## config.mk

```make
export PLATFORM = sky130hd
export DESIGN_NAME = sms_port
export DESIGN_NICKNAME = d
export VERILOG_FILES = /design/src/rtl/sms_pkg.sv /design/src/rtl/sms_port.sv
export VERILOG_INCLUDE_DIRS = /design/src /design/src/rtl
export SDC_FILE = /design/constraint.sdc
export NUM_CORES = 1
export LEC_CHECK = 0
export BUFFER_PORTS_ARGS = -buffer_cell sky130_fd_sc_hd__buf_2
export CORE_MARGIN = 3
export CORE_UTILIZATION = 55
export DETAILED_ROUTE_END_ITERATION = 10
export PLACE_DENSITY = 0.83
export SYNTH_ARGS = -nofsm -noshare
export SYNTH_HDL_FRONTEND = slang
export SYNTH_SLANG_ARGS = --single-unit
```

## constraint.sdc

```tcl
create_clock -name clk_i -period 3.65 [get_ports clk_i]
set_input_delay 0.73 -clock clk_i [delete_from_list [all_inputs] [get_ports clk_i]]
set_output_delay 0.73 -clock clk_i [all_outputs]
set_load 0.005 [all_outputs]
```

## src/rtl/sms_params.svh

```systemverilog
// constants for the byte-wide serial master/slave port
`ifndef SMS_PARAMS_SVH
`define SMS_PARAMS_SVH

// half period of the generated serial clock, in core clock cycles,
// indexed by {double_rate, rate_select_hi, rate_select_lo}
`define SMS_HALF_DIV4   7'd2
`define SMS_HALF_DIV16  7'd8
`define SMS_HALF_DIV64  7'd32
`define SMS_HALF_DIV128 7'd64
`define SMS_HALF_DIV2   7'd1
`define SMS_HALF_DIV8   7'd4
`define SMS_HALF_DIV32  7'd16

// bits per byte and index of the last serial clock edge of a byte
`define SMS_BYTE_BITS   4'd8
`define SMS_LAST_EDGE   4'd15

// receive buffer shape
`define SMS_FIFO_DEPTH  2
`define SMS_DATA_WIDTH  8

`endif

```

## src/rtl/sms_pkg.sv

```systemverilog
// types shared by the serial master/slave port
package sms_pkg;

  // transfer engine states, one-hot
  typedef enum logic [2:0] {
    SMS_IDLE = 3'b001,
    SMS_LOAD = 3'b010,
    SMS_XFER = 3'b100
  } sms_fsm_type;

  // control word written by software
  typedef struct packed {
    logic transfer_irq_enable;
    logic port_enable;
    logic bit_order_select;
    logic master_select;
    logic clock_polarity;
    logic clock_phase;
    logic rate_select_hi;
    logic rate_select_lo;
    logic double_rate;
  } sms_ctl_type;

  // user-defined pin directions, 1 = output
  typedef struct packed {
    logic mosi_out;
    logic miso_out;
    logic sck_out;
    logic ss_out;
  } sms_dir_type;

  // pin levels seen from outside
  typedef struct packed {
    logic sck;
    logic ss_n;
    logic mosi;
    logic miso;
  } sms_pin_in_type;

  // pin drive, value and enable
  typedef struct packed {
    logic sck;
    logic sck_oe;
    logic mosi;
    logic mosi_oe;
    logic miso;
    logic miso_oe;
  } sms_pin_out_type;

endpackage : sms_pkg

```

## src/rtl/sms_port.sv

```systemverilog
// byte-wide serial port, master or slave, with two-entry receive buffer
// Operation
// master data write starts eight-bit shift
// master stops clock, sets done after byte
// done with interrupt enable raises interrupt
// master never drives slave select itself
// data exchanged on MOSI and MISO together
// master continues or raises select after byte
// slave idle, MISO released while select high
// slave holds loaded data until select low
// slave sets done after full byte
// slave accepts writes before receive read
// single buffered transmit, buffered receive
// software reads byte before next completes
// remote clock at most quarter core clock
// enabled port overrides pin directions
// slave active with select low, MISO optional
// select high resets slave bit logic
// master select output pin is general output
// master select input must stay high
// select low as master falls to slave
// mode fault sets done, requests interrupt
// software re-sets master after mode fault
// bit order selects LSB or MSB first
// rate bits divide clock, two to 128
// polarity sets idle, phase sets sample edge
// write during transfer sets collision flag
// reset leaves port disabled, slave, flags clear
`timescale 1ns/1ps
`default_nettype none
`include "sms_params.svh"

module sms_port #(
  parameter int DEPTH = `SMS_FIFO_DEPTH,
  parameter int WIDTH = `SMS_DATA_WIDTH
) (
  input  wire logic                     clk_i,
  input  wire logic                     arst_n_i,
  input  wire logic                     ctrl_wr_i,
  input  wire sms_pkg::sms_ctl_type     ctrl_i,
  input  wire sms_pkg::sms_dir_type     dir_i,
  input  wire logic                     global_irq_enable_i,
  input  wire logic                     irq_ack_i,
  input  wire logic                     status_rd_i,
  input  wire logic                     tx_valid_i,
  input  wire logic [WIDTH-1:0]         tx_data_i,
  output logic                          tx_ready_o,
  output logic                          rx_valid_o,
  input  wire logic                     rx_ready_i,
  output logic [WIDTH-1:0]              rx_data_o,
  output logic                          transfer_done_flag_o,
  output logic                          write_collision_flag_o,
  output logic                          master_select_o,
  output logic                          irq_o,
  input  wire sms_pkg::sms_pin_in_type  pin_i,
  output sms_pkg::sms_pin_out_type      pin_o
);
  import sms_pkg::*;

  localparam int CW = $clog2(DEPTH + 1);

  // whole module state
  typedef struct packed {
    sms_fsm_type               fsm;
    sms_ctl_type               ctl;
    sms_pin_in_type            pin_meta;
    sms_pin_in_type            pin_sync;
    logic                      sck_prev;
    logic [WIDTH-1:0]          shifter;
    logic                      out_bit;
    logic                      sck_out;
    logic [3:0]                edge_cnt;
    logic [3:0]                bit_cnt;
    logic [6:0]                div_cnt;
    logic                      done;
    logic                      write_collision_flag;
    logic                      done_arm;
    logic                      write_collision_flag_arm;
    logic [DEPTH-1:0][WIDTH-1:0] mem;
    logic [CW-1:0]             count;
  } sms_state_type;

  sms_state_type state_reg;
  sms_state_type state_next;

  // first bit to go out, by bit order
  function automatic logic first_bit(input logic [WIDTH-1:0] sh,
                                     input logic lsb_first);
    first_bit = lsb_first ? sh[0] : sh[WIDTH-1];
  endfunction : first_bit

  // shift one received bit in, by bit order
  function automatic logic [WIDTH-1:0] shift_in(
      input logic [WIDTH-1:0] sh, input logic in_bit,
      input logic lsb_first);
    shift_in = lsb_first ? {in_bit, sh[WIDTH-1:1]}
                         : {sh[WIDTH-2:0], in_bit};
  endfunction : shift_in

  logic       is_master;
  logic       slave_on;
  logic       busy;
  logic       fifo_full;
  logic       mode_fault;
  logic       lead_edge;
  logic       trail_edge;
  logic [6:0] half_cnt;

  // derived conditions from registered state and the direction input
  always_comb begin
    is_master  = state_reg.ctl.port_enable & state_reg.ctl.master_select;
    slave_on   = state_reg.ctl.port_enable & ~state_reg.ctl.master_select
                 & ~state_reg.pin_sync.ss_n;
    fifo_full  = (state_reg.count == CW'(DEPTH));
    busy       = (state_reg.fsm != SMS_IDLE)
                 | (slave_on & (state_reg.bit_cnt != 4'd0));
    // a low select input while master means another master took the bus
    mode_fault = is_master & ~dir_i.ss_out & ~state_reg.pin_sync.ss_n;
    lead_edge  = (state_reg.pin_sync.sck != state_reg.ctl.clock_polarity)
                 & (state_reg.sck_prev == state_reg.ctl.clock_polarity);
    trail_edge = (state_reg.pin_sync.sck == state_reg.ctl.clock_polarity)
                 & (state_reg.sck_prev != state_reg.ctl.clock_polarity);
    // half period from the rate bits
    case ({state_reg.ctl.double_rate, state_reg.ctl.rate_select_hi,
           state_reg.ctl.rate_select_lo})
      3'b000:  half_cnt = `SMS_HALF_DIV4;
      3'b001:  half_cnt = `SMS_HALF_DIV16;
      3'b010:  half_cnt = `SMS_HALF_DIV64;
      3'b011:  half_cnt = `SMS_HALF_DIV128;
      3'b100:  half_cnt = `SMS_HALF_DIV2;
      3'b101:  half_cnt = `SMS_HALF_DIV8;
      3'b110:  half_cnt = `SMS_HALF_DIV32;
      3'b111:  half_cnt = `SMS_HALF_DIV64;
      default: half_cnt = `SMS_HALF_DIV4;
    endcase
  end

  logic             push;
  logic             pop;
  logic             sample;
  logic             lsb;
  logic [WIDTH-1:0] rx_byte;

  // next-state logic
  always_comb begin
    state_next = state_reg;
    push       = 1'b0;
    pop        = rx_ready_i & (state_reg.count != '0);
    sample     = 1'b0;
    lsb        = state_reg.ctl.bit_order_select;
    rx_byte    = state_reg.shifter;

    // pins pass two flops before any use
    state_next.pin_meta = pin_i;
    state_next.pin_sync = state_reg.pin_meta;
    state_next.sck_prev = state_reg.pin_sync.sck;

    // status read arms the clear, next data access performs it
    if (status_rd_i) begin
      state_next.done_arm = state_reg.done;
      state_next.write_collision_flag_arm = state_reg.write_collision_flag;
    end
    if (tx_valid_i | rx_ready_i) begin
      if (state_reg.done_arm | state_reg.write_collision_flag_arm) begin
        state_next.done = 1'b0;
        state_next.write_collision_flag = 1'b0;
      end
      state_next.done_arm = 1'b0;
      state_next.write_collision_flag_arm = 1'b0;
    end
    if (irq_ack_i) begin
      state_next.done = 1'b0;
    end

    if (ctrl_wr_i) begin
      state_next.ctl = ctrl_i;
    end

    // data write: loads only when no shift is running
    if (tx_valid_i) begin
      if (busy) begin
        state_next.write_collision_flag = 1'b1;
      end else begin
        state_next.shifter = tx_data_i;
        state_next.out_bit = first_bit(tx_data_i, lsb);
        if (is_master) begin
          state_next.fsm = SMS_LOAD;
        end
      end
    end

    case (state_reg.fsm)
      SMS_IDLE: begin
        state_next.sck_out  = state_reg.ctl.clock_polarity;
        state_next.div_cnt  = 7'd0;
        state_next.edge_cnt = 4'd0;
      end
      // waits for receive room so a finished byte is never dropped
      SMS_LOAD: begin
        if (!fifo_full) begin
          state_next.fsm = SMS_XFER;
        end
      end
      SMS_XFER: begin
        if (state_reg.div_cnt == half_cnt - 7'd1) begin
          state_next.div_cnt = 7'd0;
          state_next.sck_out = ~state_reg.sck_out;
          // even edges lead; phase picks sample or setup
          sample = ~state_reg.edge_cnt[0] ^ state_reg.ctl.clock_phase;
          if (sample) begin
            state_next.shifter = shift_in(state_reg.shifter,
                                          state_reg.pin_sync.miso, lsb);
          end else begin
            state_next.out_bit = first_bit(state_reg.shifter, lsb);
          end
          if (state_reg.edge_cnt == `SMS_LAST_EDGE) begin
            state_next.fsm  = SMS_IDLE;
            state_next.done = 1'b1;
            push    = 1'b1;
            rx_byte = state_next.shifter;
          end else begin
            state_next.edge_cnt = state_reg.edge_cnt + 4'd1;
          end
        end else begin
          state_next.div_cnt = state_reg.div_cnt + 7'd1;
        end
      end
      default: begin
        state_next.fsm = SMS_IDLE;
      end
    endcase

    // slave engine runs on edges of the sampled remote clock
    if (!is_master) begin
      if (!slave_on) begin
        state_next.bit_cnt = 4'd0;
        if (!tx_valid_i) begin
          state_next.out_bit = first_bit(state_reg.shifter, lsb);
        end
      end else if (lead_edge | trail_edge) begin
        sample = lead_edge ^ state_reg.ctl.clock_phase;
        if (sample) begin
          state_next.shifter = shift_in(state_reg.shifter,
                                        state_reg.pin_sync.mosi, lsb);
          if (state_reg.bit_cnt == `SMS_BYTE_BITS - 4'd1) begin
            state_next.bit_cnt = 4'd0;
            state_next.done    = 1'b1;
            push    = 1'b1;
            rx_byte = state_next.shifter;
          end else begin
            state_next.bit_cnt = state_reg.bit_cnt + 4'd1;
          end
        end else begin
          state_next.out_bit = first_bit(state_reg.shifter, lsb);
        end
      end
    end

    // mode fault: drop to slave and flag it
    if (mode_fault) begin
      state_next.ctl.master_select = 1'b0;
      state_next.done = 1'b1;
      state_next.fsm  = SMS_IDLE;
    end
    if (!state_reg.ctl.port_enable) begin
      state_next.fsm = SMS_IDLE;
    end

    // receive buffer: head in entry 0; a full buffer keeps the newest
    if (pop) begin
      for (int i = 0; i < DEPTH - 1; i++) begin
        state_next.mem[i] = state_reg.mem[i+1];
      end
      state_next.count = state_reg.count - CW'(1);
    end
    if (push) begin
      if (state_next.count == CW'(DEPTH)) begin
        state_next.mem[DEPTH-1] = rx_byte;
      end else begin
        state_next.mem[state_next.count] = rx_byte;
        state_next.count = state_next.count + CW'(1);
      end
    end
  end

  // state register; reset leaves the port off and in slave mode
  always_ff @(posedge clk_i or negedge arst_n_i) begin
    if (!arst_n_i) begin
      state_reg          <= '0;
      state_reg.fsm      <= SMS_IDLE;
      state_reg.pin_meta <= 4'hf;
      state_reg.pin_sync <= 4'hf;
    end else begin
      state_reg <= state_next;
    end
  end

  // software-side outputs
  always_comb begin
    tx_ready_o             = ~busy;
    rx_valid_o             = (state_reg.count != '0);
    rx_data_o              = state_reg.mem[0];
    transfer_done_flag_o   = state_reg.done;
    write_collision_flag_o = state_reg.write_collision_flag;
    master_select_o        = state_reg.ctl.master_select;
    irq_o = state_reg.done & state_reg.ctl.transfer_irq_enable
            & global_irq_enable_i;
  end

  // pin drive; select pin is never driven here, software owns it
  always_comb begin
    pin_o.sck     = state_reg.sck_out;
    pin_o.mosi    = state_reg.out_bit;
    pin_o.miso    = state_reg.out_bit;
    pin_o.sck_oe  = is_master & dir_i.sck_out;
    pin_o.mosi_oe = is_master & dir_i.mosi_out;
    pin_o.miso_oe = slave_on & dir_i.miso_out;
  end

endmodule : sms_port
`default_nettype wire

```

== Word level (Yosys, flattened, before mapping) ==
Memories as Yosys holds them, arrays and structs flattened.
Index checks and enable logic that the tools add are counted.
Operators by class
  $add $sub $neg: 6
  reduce and logical (&&, ||, !) cells: 9
  magnitude comparators: 2
  bitwise gates (word level): 27
  equality and inequality tests: 17
  muxes and demuxes: 76
Operator list (number)
  8-bit 2-to-1 mux: 17
  9-bit 2-to-1 mux: 5
  10-bit 2-to-1 mux: 3
  1-bit 2-to-1 mux: 27
  3-bit 2-to-1 mux: 8
  4-bit 2-to-1 mux: 6
  16-bit bitwise mux: 1
  1-bit AND: 14
  14-bit 2-to-1 mux: 1
  7-bit one-hot mux with 2 select lines: 1
  5-bit one-hot mux with 2 select lines: 1
  3-bit one-hot mux with 3 select lines: 1
  4-bit by 1-bit adder with 4-bit output, second input constant: 2
  8-bit demux with 1-bit select: 1
  2-bit nonzero test: 4
  7-bit by 1-bit adder with 7-bit output, second input constant: 1
  7-bit == test: 1
  7-bit 2-to-1 mux: 1
  1-bit inverter: 7
  7-bit by 1-bit subtractor with 7-bit output, second input constant: 1
  6-bit 2-to-1 mux: 1
  3-bit AND reduction: 2
  2-bit == test, second input constant: 2
  4-bit by 3-bit == test with 1-bit output, second input constant: 1
  19 further kinds: 28
Word-level totals
  memories kept: 1
  output and inout port bits: 20
  word-level logic and storage cells: 170
  memory bits (read-only): 56
  flip-flop bits (word level): 68
Memory list
  (name not given): words 8, bits a word 7, read ports 1, clocked after Yosys merged registers in 0, wr ports 0, RTL line sms_port.sv:124  | case ({state_reg.ctl.double_rate, state_reg.ctl.rate_select_hi,

== Longest topological paths before layout ==
Gate-level depths: netlist of the first run.
  depth after elaboration: 21
  mapped depth: 13

== Worst setup path before layout of the first run ==
Ideal clock, no wire load.
  path type: input to register
  start point: in rx_ready_i
  end point: reg state_reg[11] (netlist bit)
  buffers on the path: 2
  setup slack: 0.689 ns
  data required time: 3.555 ns
  library setup time: 0.095 ns
  stages: 9
  arrival: 2.865 ns
  cell sequence: nor2b_1 > clkbuf_1 > mux2_2 > inv_1 > ha_1 > or2_2 > clkbuf_1 > o41a_1 > o31ai_1
On the way
  longest elaborated chain between the ends: 8
  elaborated cells on any way between the ends: 10
RTL lines
  start, declared: RTL line sms_port.sv:49  | input wire logic rx_ready_i,
  1-bit AND (*): RTL line sms_port.sv:148  | pop = rx_ready_i & (state_reg.count != '0);
  10-bit 2-to-1 mux (*): RTL line sms_port.sv:270  | if (pop) begin
  2-bit by 1-bit >= comparator with 1-bit output (implied by the code) / 2-bit < comparator (equally long branches): RTL line sms_port.sv:280  | state_next.mem[state_next.count] = rx_byte;
  1-bit logical AND (implied by the code): RTL line sms_port.sv:280
  8-bit 2-to-1 mux (implied by the code): RTL line sms_port.sv:280
  8-bit demux with 1-bit select: RTL line sms_port.sv:280
  16-bit bitwise mux: RTL line sms_port.sv:280
  8-bit 2-to-1 mux (*): RTL line sms_port.sv:277  | if (state_next.count == CW'(DEPTH)) begin
  end signal, assigned: RTL line sms_port.sv:294  | state_reg <= state_next;
  end, declared: RTL line sms_port.sv:83  | sms_state_type state_reg;
Every way passes the cells marked *; elsewhere a longest branch is shown, timed or not.
A chain may end at the register's enable or synchronous reset.

== Worst setup path in the final report of the first run ==
  start point: reg state_reg[58] (netlist bit)
  end point: reg state_reg[12] (netlist bit)
On the way
  longest elaborated chain between the ends: 12
  elaborated cells on any way between the ends: 19
RTL lines
  memory read 8 x 7 bit (*)
  7-bit by 1-bit subtractor with 7-bit output (*): RTL line sms_port.sv:205  | if (state_reg.div_cnt == half_cnt - 7'd1) begin
  7-bit == test (*): RTL line sms_port.sv:205
  8-bit 2-to-1 mux: RTL line sms_port.sv:205
  8-bit 2-to-1 mux: RTL line sms_port.sv:192  | case (state_reg.fsm)
  8-bit 2-to-1 mux: RTL line sms_port.sv:245  | if (state_reg.bit_cnt == `SMS_BYTE_BITS - 4'd1) begin
  8-bit 2-to-1 mux: RTL line sms_port.sv:242  | if (sample) begin
  8-bit 2-to-1 mux: RTL line sms_port.sv:240  | end else if (lead_edge | trail_edge) begin
  8-bit 2-to-1 mux: RTL line sms_port.sv:235  | if (!slave_on) begin
  8-bit 2-to-1 mux: RTL line sms_port.sv:234  | if (!is_master) begin
  16-bit bitwise mux: RTL line sms_port.sv:280
  8-bit 2-to-1 mux: RTL line sms_port.sv:277
Marked as above.

==> metrics.md, run 1 <==
| Metric | Value |
|---|---|
| Setup TNS | `0 ns` |
| Number of hold buffers added after cts | `0` |
| Vias in the first global route | `3309` |
| Initial Utilization | `57.32%` |
| Routed via count | `3352` |
| Final hold violation count | `0` |
| CTS Sinks | `68` |
| Met1 GRT Util | `31.99%` |
| Fmax | `308.7 MHz` |
| Most frequent cells in the layout | `dfrtp_1, buf_2, nand2_1, mux2i_1, mux2_2` |
| Cell Area, Synth | `4224 um^2` |
| Max_cap viols | `0` |
| Post-Place Setup Slack | `0.4614 ns` |
| Number of distinct library cells after synthesis | `66` |
| Std cell rows | `31` |
| Fin nets | `503` |
| Final WL | `9.510 mm` |
| Critical path class | `flop to flop` |
| Maximum vdd drop | `0.3691 mV` |
| IO Port Bufs | `52` |
| Post-synth top flop | `dfrtp_1` |
| Worst-Margin Slew | `0.8608 ns` |
| Largest register FFs | `49` |
| Slew Viols, Final | `0` |
| Post-CTS sizing | `0` |
| Asr flop ratio synth | `100.0%` |
| Full die area | `8768 um^2` |
| # diodes | `0` |
| Io pins | `53` |
| Worst endpoint data arrival time | `3.47 ns` |
| Die height | `93.64 um` |
| Status | `finished, final reports clean` |
| Commonest non-fill, non-tap cell in the layout | `dfrtp_1` |
| Largest net degree at the start of global routing | `32` |
| Initial antenna violation count | `0` |
| Post-synthesis area per instance | `9.962 um^2` |
| Dominant cells by area after synthesis | `dfrtp_1, mux2i_1, dfstp_2` |
| Cts bufs inserted | `9` |
| Post-CTS setup buffer count | `0` |
| Clock Path Buffers | `2` |
| Multi-input logic area | `2236 um^2` |
| Worst Path Required | `3.88 ns` |
| EDFF count, synth | `0` |
| Rel. slew slack | `42.42%` |
| Startpoint Class | `flop` |
| Global-route wire length before repair | `16.08 mm` |
| Tmin final | `3.239 ns` |
| CP endpoint kind | `flop` |
| Core ar. | `7370 um^2` |
| Worst path bufs/invs | `1` |
| RSZ-0062 raised after global routing | `false` |
| Gr usage total | `23.41%` |
| Worst-path fanout max | `12` |
| Root buffer cell | `clkbuf_8` |
| Post-synthesis cell count | `424` |
| Worst path max stage delay | `0.50 ns` |
| Leading area contributor after synthesis | `dfrtp_1` |
| YS warnings | `0` |
| Clock Pin Slew Worst Setup and Hold Paths | `0.07 ns` |
| HPWL after DPL | `7.231 mm` |
| Period Utilization, post-route | `88.74%` |
| Sequential Area | `1713 um^2` |
| CP Cell Sequence | `or3_1, ha_1, xor2_1, a221o_1, nor4_2, buf_4, nand4_1, and2_4, o31ai_1` |
| CP max stage cell | `dfrtp_1` |
| Min Hold Slack | `0.2872 ns` |
| Cell Pwr Density | `530.7 nW/um^2` |
| Final clock skew | `0.008348 ns` |
| GRT overflow | `0` |
| Register area share after synthesis | `40.55%` |
| Avg WL per Cell | `16.89 um` |
| CTS H-tree lvls | `3` |
| Final setup margin | `0.4110 ns` |
| Grt met3 use | `5.471%` |
| Worst skew pair latency | `0.35 ns` |
| Share of layout cells above drive strength 1 | `26.08%` |
| DR pass1 iterations | `5` |
| Worst min-delay path class | `input pin to asynchronous set/reset pin` |
| CTS tree | `built` |
| Leakage | `2.083 nW` |
| GP Congestion | `0.9649` |
| Die X | `93.64 um` |
| Area share of the largest cell type after synthesis | `34.95%` |
| DR DRC count | `0` |
| Synth-to-layout area growth | `9.864%` |
| Syn nets | `468` |
| Largest delay share family, worst path | `simple AND/OR/NAND/NOR gates` |
| Final setup vio count | `0` |
| GRT busiest layer | `met2` |
| Fillers | `613` |
| Routing usage on met2 | `37.11%` |
| Synthesized flop and latch total | `68` |
| DRT iter0 DRCs | `313` |
| Number of vias per cell | `5.954` |
| ANT nets after route | `0` |
## report_power, final
group          total, mW  internal, mW  switching, mW
clock network      0.629         0.351          0.278
logic              0.888         0.349          0.540
registers          0.946         0.859         0.0866
## path summary, 6_finish.rpt
check | slack, ns | to | depth (start not counted) | start
max | 0.41 | state_reg[12]$_DFFE_PN0P_ | 9 | state_reg[58]$_DFFE_PN0P_
min | 0.29 | rx_data_o[4]$_DFF_PN0_ | 1 | arst_n_i
max reg2reg | 0.41 | state_reg[12]$_DFFE_PN0P_ | 9 | state_reg[58]$_DFFE_PN0P_
min reg2reg | 0.35 | state_reg[50]$_DFF_PN1_ | 0 | state_next[50]$_DFF_PN1_
max in group asynchronous | 2.61 | state_next[51]$_DFF_PN1_ | 2 | arst_n_i
min in group clk_i | 0.35 | state_reg[50]$_DFF_PN1_ | 0 | state_next[50]$_DFF_PN1_
## metal layers
layer | wire length (um) | vias up | share of wire, %
met5 | 0 | - | 0
met4 | 163 | 0 | 1.7
met3 | 536 | 21 | 5.6
met2 | 4610 | 96 | 48
met1 | 4199 | 1608 | 44
li1 | - | 1627 | -
## cell type report
cell class	count	share of cell area, %
multi-input combinational	308	48.18
sequential	68	36.91
timing repair buffer	60	6.902
clock buffer	12	3.343
tap	99	2.669
clock inverter	4	1.025
inverter	12	0.9706
## synth_stat cells (10+ instances only)
library cell / count
a21oi_1: 13
nor3_1: 10
mux2i_1: 32
ha_1: 11
nand3_1: 17
inv_1: 12
mux2_2: 18
dfrtp_1: 59
o21ai_0: 15
buf_4: 15
nand2_1: 36
a31oi_1: 16
nor2_1: 17
## cells by family (layout without fill, tap and decap cells)
logic type,after synthesis,after routing,synth area share (%)
muxes,50,50,12.38
buffers and inverters,48,88,6.516
and+or+nand+nor,141,141,18.93
xor gates and xnor gates,13,13,2.696
DFF,68,68,40.55
adders and majority gates,11,11,3.258
AOI/OAI and AO/OA,93,93,15.67
## per-stage QoR
step           instances  total power, mW  utilization [%]  instance area (um^2)
2_1_floorplan        424            1.640                -                  4224
4_1_cts              563            2.468            62.97                  4641
5_1_grt              563            2.621            62.97                  4641
3_3_place_gp         547            1.806            60.22                  4438
6_report             563            2.463            62.97                  4641
3_5_place_dp         547            1.832            60.22                  4438
Power figures use the tool's default switching activity.
==> run 2, diff against run 1 <==
ABC_AREA = 1   (was unset)
==> run 2 against run 1 <==
Effect of this change:
- synthesized cell count up 35%
- first-iteration DRC count down 13%
- highest routed layer unchanged
- sequential cell count unchanged
==> metrics.md, run 2 <==
| Metric | Value |
|---|---|
| Std cell rows | `31 (unchanged)` |
| Gr usage total | `23.85% (+0.44 points)` |
| Sequential share of power | `44.9% (+6.5 points)` |
| Largest register FFs | `49 (unchanged)` |
| CTS Sinks | `68 (unchanged)` |
| Met2 routed WL | `4.562 mm (-1.0%)` |
| Largest delay share family, worst path | `simple AND/OR/NAND/NOR gates` |
| Clock Path Buffers | `2 (unchanged)` |
| HPWL after DPL | `7.354 mm (+1.7%)` |
| Die height | `95.03 um (+1.5%)` |
| ANT nets after route | `0 (unchanged)` |
| Post-synthesis cell count | `574 (+35%)` |
| Cell Pwr Density | `394.3 nW/um^2 (-26%)` |
| Full die area | `9030 um^2 (+3.0%)` |
| DRT iter0 DRCs | `272 (-13%)` |
| Critical path class | `flop to flop` |
| Final hold violation count | `0 (unchanged)` |
| Leading area contributor after synthesis | `dfrtp_1` |
| Avg WL per Cell | `13.76 um (-19%)` |
| YS warnings | `0 (unchanged)` |
| Final WL | `9.890 mm (+4.0%)` |
| EDFF count, synth | `0 (unchanged)` |
| Worst path max stage delay | `0.53 ns (+0.03 ns)` |
| M1 wire length | `4.476 mm (+6.6%)` |
| Commonest non-fill, non-tap cell in the layout | `nand2_1` |
| Die X | `95.03 um (+1.5%)` |
| Register area share after synthesis | `39.29% (-1.3 points)` |
| Setup TNS | `0 ns (unchanged)` |
| WL met3 | `677 um (+26%)` |
| CP Cell Sequence | `nor2_4, nand2_2, ha_1, nand2_1, inv_1, nor2_1, nand2_1, nor2_4, nand3_2, nor2_4, nand3_4, nand2_4, nand3b_4, o211ai_1, nand2_1` |
| Syn nets | `618 (+32%)` |
| Top layer in use | `met4` |
| GRT overflow | `0 (unchanged)` |
| Initial Utilization | `58.23% (+0.91 points)` |
| CTS tree | `built` |
| Multi-input logic area | `2208 um^2 (-1.2%)` |
| Worst min-delay path class | `input pin to asynchronous set/reset pin` |
| Synth top cells by count | `nand2_1, inv_1, dfrtp_1` |
| Worst endpoint data arrival time | `2.95 ns (-0.52 ns)` |
| Share of layout cells above drive strength 1 | `20.97% (-5.1 points)` |
| RSZ-0062 raised after global routing | `false` |
| Worst Path Required | `3.89 ns (about the same)` |
| Number of hold buffers added after cts | `0 (unchanged)` |
| Max_cap viols | `0 (unchanged)` |
| Number of distinct library cells after synthesis | `49 (-26%)` |
| DR DRC count | `0 (unchanged)` |
| Post-CTS setup buffer count | `0 (unchanged)` |
| Cell Area, Synth | `4359 um^2 (+3.2%)` |
| Tmin final | `2.709 ns (-0.5301 ns)` |
| Most frequent cell after synthesis | `nand2_1` |
| GP Congestion | `0.9169 (-5.0%)` |
| Status | `finished, final reports clean` |
| Clk pwr share | `34.7% (+9.2 points)` |
| Initial antenna violation count | `0 (unchanged)` |
| Leakage | `2.507 nW (+20%)` |
| CTS H-tree lvls | `3 (unchanged)` |
| Area share of the largest cell type after synthesis | `33.87% (-1.1 points)` |
| Worst path bufs/invs | `1 (unchanged)` |
| Post-CTS sizing | `0 (unchanged)` |
| Core ar. | `7486 um^2 (+1.6%)` |
| Number of vias per cell | `5.428 (-8.8%)` |
| Fmax | `369.2 MHz (+20%)` |
| Rel. slew slack | `60.00% (+18 points)` |
| Switching Share | `32.47% (-4.3 points)` |
| Worst-Margin Slew | `0.6000 ns (-0.2608 ns)` |
| Period Utilization, post-route | `74.21% (-15 points)` |
| Post-synthesis area per instance | `7.594 um^2 (-24%)` |
| Startpoint Class | `flop` |
| CP endpoint kind | `flop` |
| Synth-to-layout area growth | `10.36%` |
| DR pass1 iterations | `5 (unchanged)` |
| Io pins | `53 (unchanged)` |
| Worst-path fanout max | `13 (+1)` |
| Cts bufs inserted | `9 (unchanged)` |
| Clock Pin Slew Worst Setup and Hold Paths | `0.08 ns (about the same)` |
| Most frequent cells in the layout | `nand2_1, inv_1, dfrtp_1, buf_2, o21ai_0` |
| Reg2reg setup slack | `0.94 ns (+0.53 ns)` |
| Final setup vio count | `0 (unchanged)` |
| Sequential Area | `1713 um^2 (unchanged)` |
| P_int | `1.281 mW (-18%)` |
| Fillers | `661 (+7.8%)` |
| Root buffer cell | `clkbuf_8` |
| Routed via count | `3903 (+16%)` |
| Comb pwr share | `20.4% (-16 points)` |
| Fin nets | `659 (+31%)` |
| Worst skew pair latency | `0.35 ns (about the same)` |
| IO Port Bufs | `52 (unchanged)` |
| Largest net degree at the start of global routing | `49 (+53%)` |
| Vias in the first global route | `3758 (+14%)` |
| Synthesized flop and latch total | `68 (unchanged)` |
| Post-synth top flop | `dfrtp_1` |
| Sw Pwr | `615.9 uW (-32%)` |
| Slew Viols, Final | `0 (unchanged)` |
| # diodes | `0 (unchanged)` |
| Global-route wire length before repair | `16.97 mm (+5.5%)` |
| Min Hold Slack | `0.3156 ns (+0.02839 ns)` |
| Maximum vdd drop | `0.2489 mV (-33%)` |
| Dominant cells by area after synthesis | `dfrtp_1, nand2_1, inv_1` |
| CP max stage cell | `dfrtp_1` |
| Asr flop ratio synth | `100.0% (unchanged)` |
| Final clock skew | `0.006841 ns (-0.001508 ns)` |
-- run 2: cell families after synthesis --
kind of cell	Yosys count	synth area share [%]
DFF	68	39.29
and+or+nand+nor	292	32.49
xor gates and xnor gates	11	2.383
adders and majority gates	11	3.157
buffers and inverters	98	10.05
AOI/OAI and AO/OA	92	12.11
muxes	2	0.5166
-- run 2: area by class of cell --
type	instances	share of cell area [%]
clock buffer	10	2.861
clock inverter	6	1.482
inverter	75	6.008
multi-input combinational	408	45.90
sequential	68	35.60
tap	99	2.575
timing repair buffer	53	5.566
-- run 2: final timing paths --
check / from / cells after the start / endpoint
setup / recovery: state_reg[58]$_DFFE_PN0P_ / 15 / rx_data_o[7]$_DFF_PN0_
hold / removal: arst_n_i / 1 / state_reg[60]$_DFFE_PN0P_
setup reg to reg: state_reg[58]$_DFFE_PN0P_ / 15 / rx_data_o[7]$_DFF_PN0_
hold reg to reg: state_next[50]$_DFF_PN1_ / 0 / state_reg[50]$_DFF_PN1_
max in group asynchronous: arst_n_i / 2 / state_reg[14]$_DFFE_PN0P_
min in group clk_i: state_next[50]$_DFF_PN1_ / 0 / state_reg[50]$_DFF_PN1_
-- run 2: power groups by stage --
stage,sequential (mW),combinational [mW],clock [mW]
CTS,0.850,0.386,0.665
global placement,0.862,0.370,0
detailed placement,0.864,0.382,0
global route,0.858,0.439,0.706
finish,0.851,0.387,0.659
floorplan,0.844,0.293,0
-- run 2: routing by layer --
metal | vias up | track usage [%]
met2 | 159 | 37.93
li1 | 1917 | -
met1 | 1810 | 32.83
met4 | 0 | 9.014
met5 | - | 0
met3 | 17 | 3.867
-- run 2: metrics by stage --
step | power [mW] | cells | util, % | instance area (um^2) | worst slack [ns]
floorplan | 1.137 | 574 | - | 4359 | 1.420
global placement | 1.232 | 703 | 61.47 | 4602 | 1.141
detailed placement | 1.246 | 703 | 61.47 | 4602 | 1.052
CTS | 1.901 | 719 | 64.27 | 4811 | 0.9456
global route | 2.003 | 719 | 64.27 | 4811 | 0.7083
finish | 1.897 | 719 | 64.27 | 4811 | 0.9412
==> run 3, diff against run 2 <==
ABC_AREA = 0   (was 1)
CORE_UTILIZATION = 53   (was 55)
PLACE_DENSITY = 0.84   (was 0.83)
clock period = 2.35 ns   (was 3.65 ns; I/O delays follow)
==> run 3 against run 2 <==
Effect of this change:
- the flow now finishes with violations (setup timing)
- sequential share of layout area shrank 5.2 points
- final cell count decreased by 12%
- die area grew 0.53%
- global-route usage rose by 3.2 points
- clock skew grew 0.0050 ns
- design area up 17%
- register-to-register slack got worse by 1.3 ns
- total power is 140% higher
- clock power increased by 31%
- first-iteration DRC count up 63%
- critical endpoint is now rx_data_o[6]$_DFF_PN0_
- largest power group is now combinational cells
==> metrics.md, run 3 (synthesized netlist as in run 1, its figures left out) <==
| Metric | Value |
|---|---|
| Fin util | `75.35% (+11 points)` |
| Reg2reg setup slack | `-0.36 ns (-1.30 ns)` |
| Die height | `95.28 um (+0.26%)` |
| Post-Place Setup Slack | `-0.3936 ns (-1.446 ns)` |
| Multi-input logic area | `2693 um^2 (+22%)` |
| Final clock skew | `0.01188 ns (+0.005039 ns)` |
| Share of layout cells above drive strength 1 | `45.20% (+24 points)` |
| Initial Utilization | `56.43% (-1.8 points)` |
| DR pass1 iterations | `5 (unchanged)` |
| Worst Reg2Reg Path Length in Cells | `11 (-4)` |
| Largest register FFs | `49 (unchanged)` |
| Core ar. | `7486 um^2 (unchanged)` |
| Final setup margin | `-0.3618 ns (-1.303 ns)` |
| Maximum vdd drop | `0.4491 mV (+80%)` |
| Tmin final | `2.712 ns (+0.002913 ns)` |
| # diodes | `0 (unchanged)` |
| Max_cap viols | `0 (unchanged)` |
| Critical path class | `flop to flop` |
| Clk pwr share | `18.8% (-16 points)` |
| P_int | `2.661 mW (+110%)` |
| Avg WL per Cell | `21.31 um (+55%)` |
| Period Utilization, post-route | `115.4% (+41 points)` |
| HPWL after DPL | `8.008 mm (+8.9%)` |
| Pwr Total | `4.595 mW (+140%)` |
| Final WL | `13.43 mm (+36%)` |
| Reg2Reg Launch Point | `state_reg[58]$_DFFE_PN0P_` |
| CP Cell Sequence | `or3_4, ha_4, xor2_2, a221o_1, nor4_4, buf_6, and2_4, buf_4, clkbuf_16, nand4_1, and4_1` |
| Io pins | `53 (unchanged)` |
| DRT iter0 DRCs | `443 (+63%)` |
| Sequential Area | `1714 um^2 (about the same)` |
| Slew Viols, Final | `0 (unchanged)` |
| Number of vias per cell | `6.465 (+19%)` |
| CP max stage cell | `dfrtp_2` |
| Final setup vio count | `41 (+41)` |
| Sequential share of power | `31.7% (-13 points)` |
| Cts bufs inserted | `9 (unchanged)` |
| Leakage | `2.541 nW (+1.4%)` |
| CP endpoint kind | `flop` |
| Die X | `95.28 um (+0.26%)` |
| Worst endpoint data arrival time | `2.95 ns (about the same)` |
| Most frequent cells in the layout | `buf_4, dfrtp_1, buf_2, nand2_1, mux2i_1` |
| Setup TNS | `-8.498 ns (-8.498 ns)` |
| Rel. slew slack | `58.67% (-1.3 points)` |
| Fmax | `368.8 MHz (-0.11%)` |
| Worst-Margin Slew | `0.6155 ns (+0.01550 ns)` |
| Largest net degree at the start of global routing | `69 (+41%)` |
| Final hold violation count | `0 (unchanged)` |
| CTS Sinks | `68 (unchanged)` |
| Clock Pin Slew Worst Setup and Hold Paths | `0.08 ns (about the same)` |
| RSZ-0062 raised after global routing | `true` |
| Vias in the first global route | `3889 (+3.5%)` |
| GRT overflow | `0 (unchanged)` |
| Worst skew pair latency | `0.36 ns (about the same)` |
| Status | `complete, but fails checks` |
| Violated checks | `setup timing` |
| Fin nets | `570 (-14%)` |
| Gr usage total | `27.03% (+3.2 points)` |
| Routed via count | `4073 (+4.4%)` |
| Sw Pwr | `1.934 mW (+210%)` |
| Synth-to-layout area growth | `33.53%` |
| Worst-path fanout max | `6 (-7)` |
| GP Congestion | `0.9205 (+0.39%)` |
| Initial antenna violation count | `0 (unchanged)` |
| Cell Pwr Density | `814.6 nW/um^2 (+110%)` |
| Startpoint Class | `flop` |
| ANT nets after route | `0 (unchanged)` |
| Worst min-delay path class | `input pin to asynchronous set/reset pin` |
| CTS H-tree lvls | `3 (unchanged)` |
| Comb pwr share | `49.5% (+29 points)` |
| Global-route wire length before repair | `18.76 mm (+11%)` |
| CTS tree | `built` |
| Clock Path Buffers | `2 (unchanged)` |
| Worst path max stage delay | `0.45 ns (-0.08 ns)` |
| Fillers | `464 (-30%)` |
| IO Port Bufs | `52 (unchanged)` |
| Reg-to-Reg End | `rx_data_o[6]$_DFF_PN0_` |
| Std cell rows | `31 (unchanged)` |
| Worst Path Required | `2.59 ns (-1.30 ns)` |
| Root buffer cell | `clkbuf_8` |
| DR DRC count | `0 (unchanged)` |
| Commonest non-fill, non-tap cell in the layout | `buf_4` |
| Full die area | `9077 um^2 (+0.53%)` |
| Switching Share | `42.09% (+9.6 points)` |
## run 3: stage by stage
step | cell area [um^2] | std cells | hold slack [ns]
global route | 5640 | 630 | 0.1415
finish | 5640 | 630 | 0.1072
detailed placement | 4890 | 596 | 0.3468
CTS | 5319 | 618 | 0.1325
global placement | 4890 | 596 | 0.3467
floorplan | 4335 | 424 | 0.1744
## run 3: final cells by class
| type | instances | area share [%] |
|---|---|---|
| Clock buffer | 12 | 2.573 |
| Clock inverter | 4 | 0.4437 |
| Inverter | 12 | 0.7986 |
| Multi-Input combinational cell | 309 | 47.74 |
| Sequential cell | 68 | 30.39 |
| Tap cell | 99 | 2.196 |
| Timing Repair Buffer | 126 | 15.86 |
## run 3: power groups by stage
stage	clock network [mW]	logic [mW]	registers, mW
floorplan	0	1.14	1.43
global placement	0	1.70	1.46
detailed placement	0	1.78	1.47
CTS	0.869	1.92	1.44
global route	0.927	2.40	1.47
finish	0.864	2.27	1.46
## run 3: critical path, delay by kind of cell (launching register included)
family	cells	cell delay (ns)
xor gates and xnor gates	1	0.16
and+or+nand+nor	5	1.03
buffers and inverters	3	0.40
DFF	1	0.45
AOI/OAI and AO/OA	1	0.37
adders and majority gates	1	0.19
## run 3: worst max-delay path by stage
stage / startpoint / to / slack, ns / cells after the start
floorplan: state_reg[56]$_DFFE_PN0P_ / state_reg[11]$_DFFE_PN0P_ / -0.34 / 11
global placement: state_reg[56]$_DFFE_PN0P_ / rx_data_o[2]$_DFF_PN0_ / -0.32 / 10
detailed placement: state_reg[56]$_DFFE_PN0P_ / state_reg[13]$_DFFE_PN0P_ / -0.39 / 9
CTS: state_reg[57]$_DFFE_PN0P_ / state_reg[14]$_DFFE_PN0P_ / -0.26 / 10
global route: state_reg[57]$_DFFE_PN0P_ / state_reg[40]$_DFF_PN0_ / -0.43 / 11
finish: state_reg[58]$_DFFE_PN0P_ / rx_data_o[6]$_DFF_PN0_ / -0.36 / 11
## run 3: layer usage
| metal | track usage, % | routed length, um |
|---|---|---|
| met1 | 33.40 | 5073 |
| met5 | 0 | 0 |
| met3 | 5.288 | 1110 |
| met2 | 44.43 | 6510 |
| met4 | 14.54 | 734 |
## run 3: repair_timing
item                       in CTS  in global routing
buffers inserted                7                 10
gates cloned                    0                  2
gates resized for setup        47                 38
hold buffers                    0                  0
setup endpoints to repair      40                 42
pin swaps                      25                 26
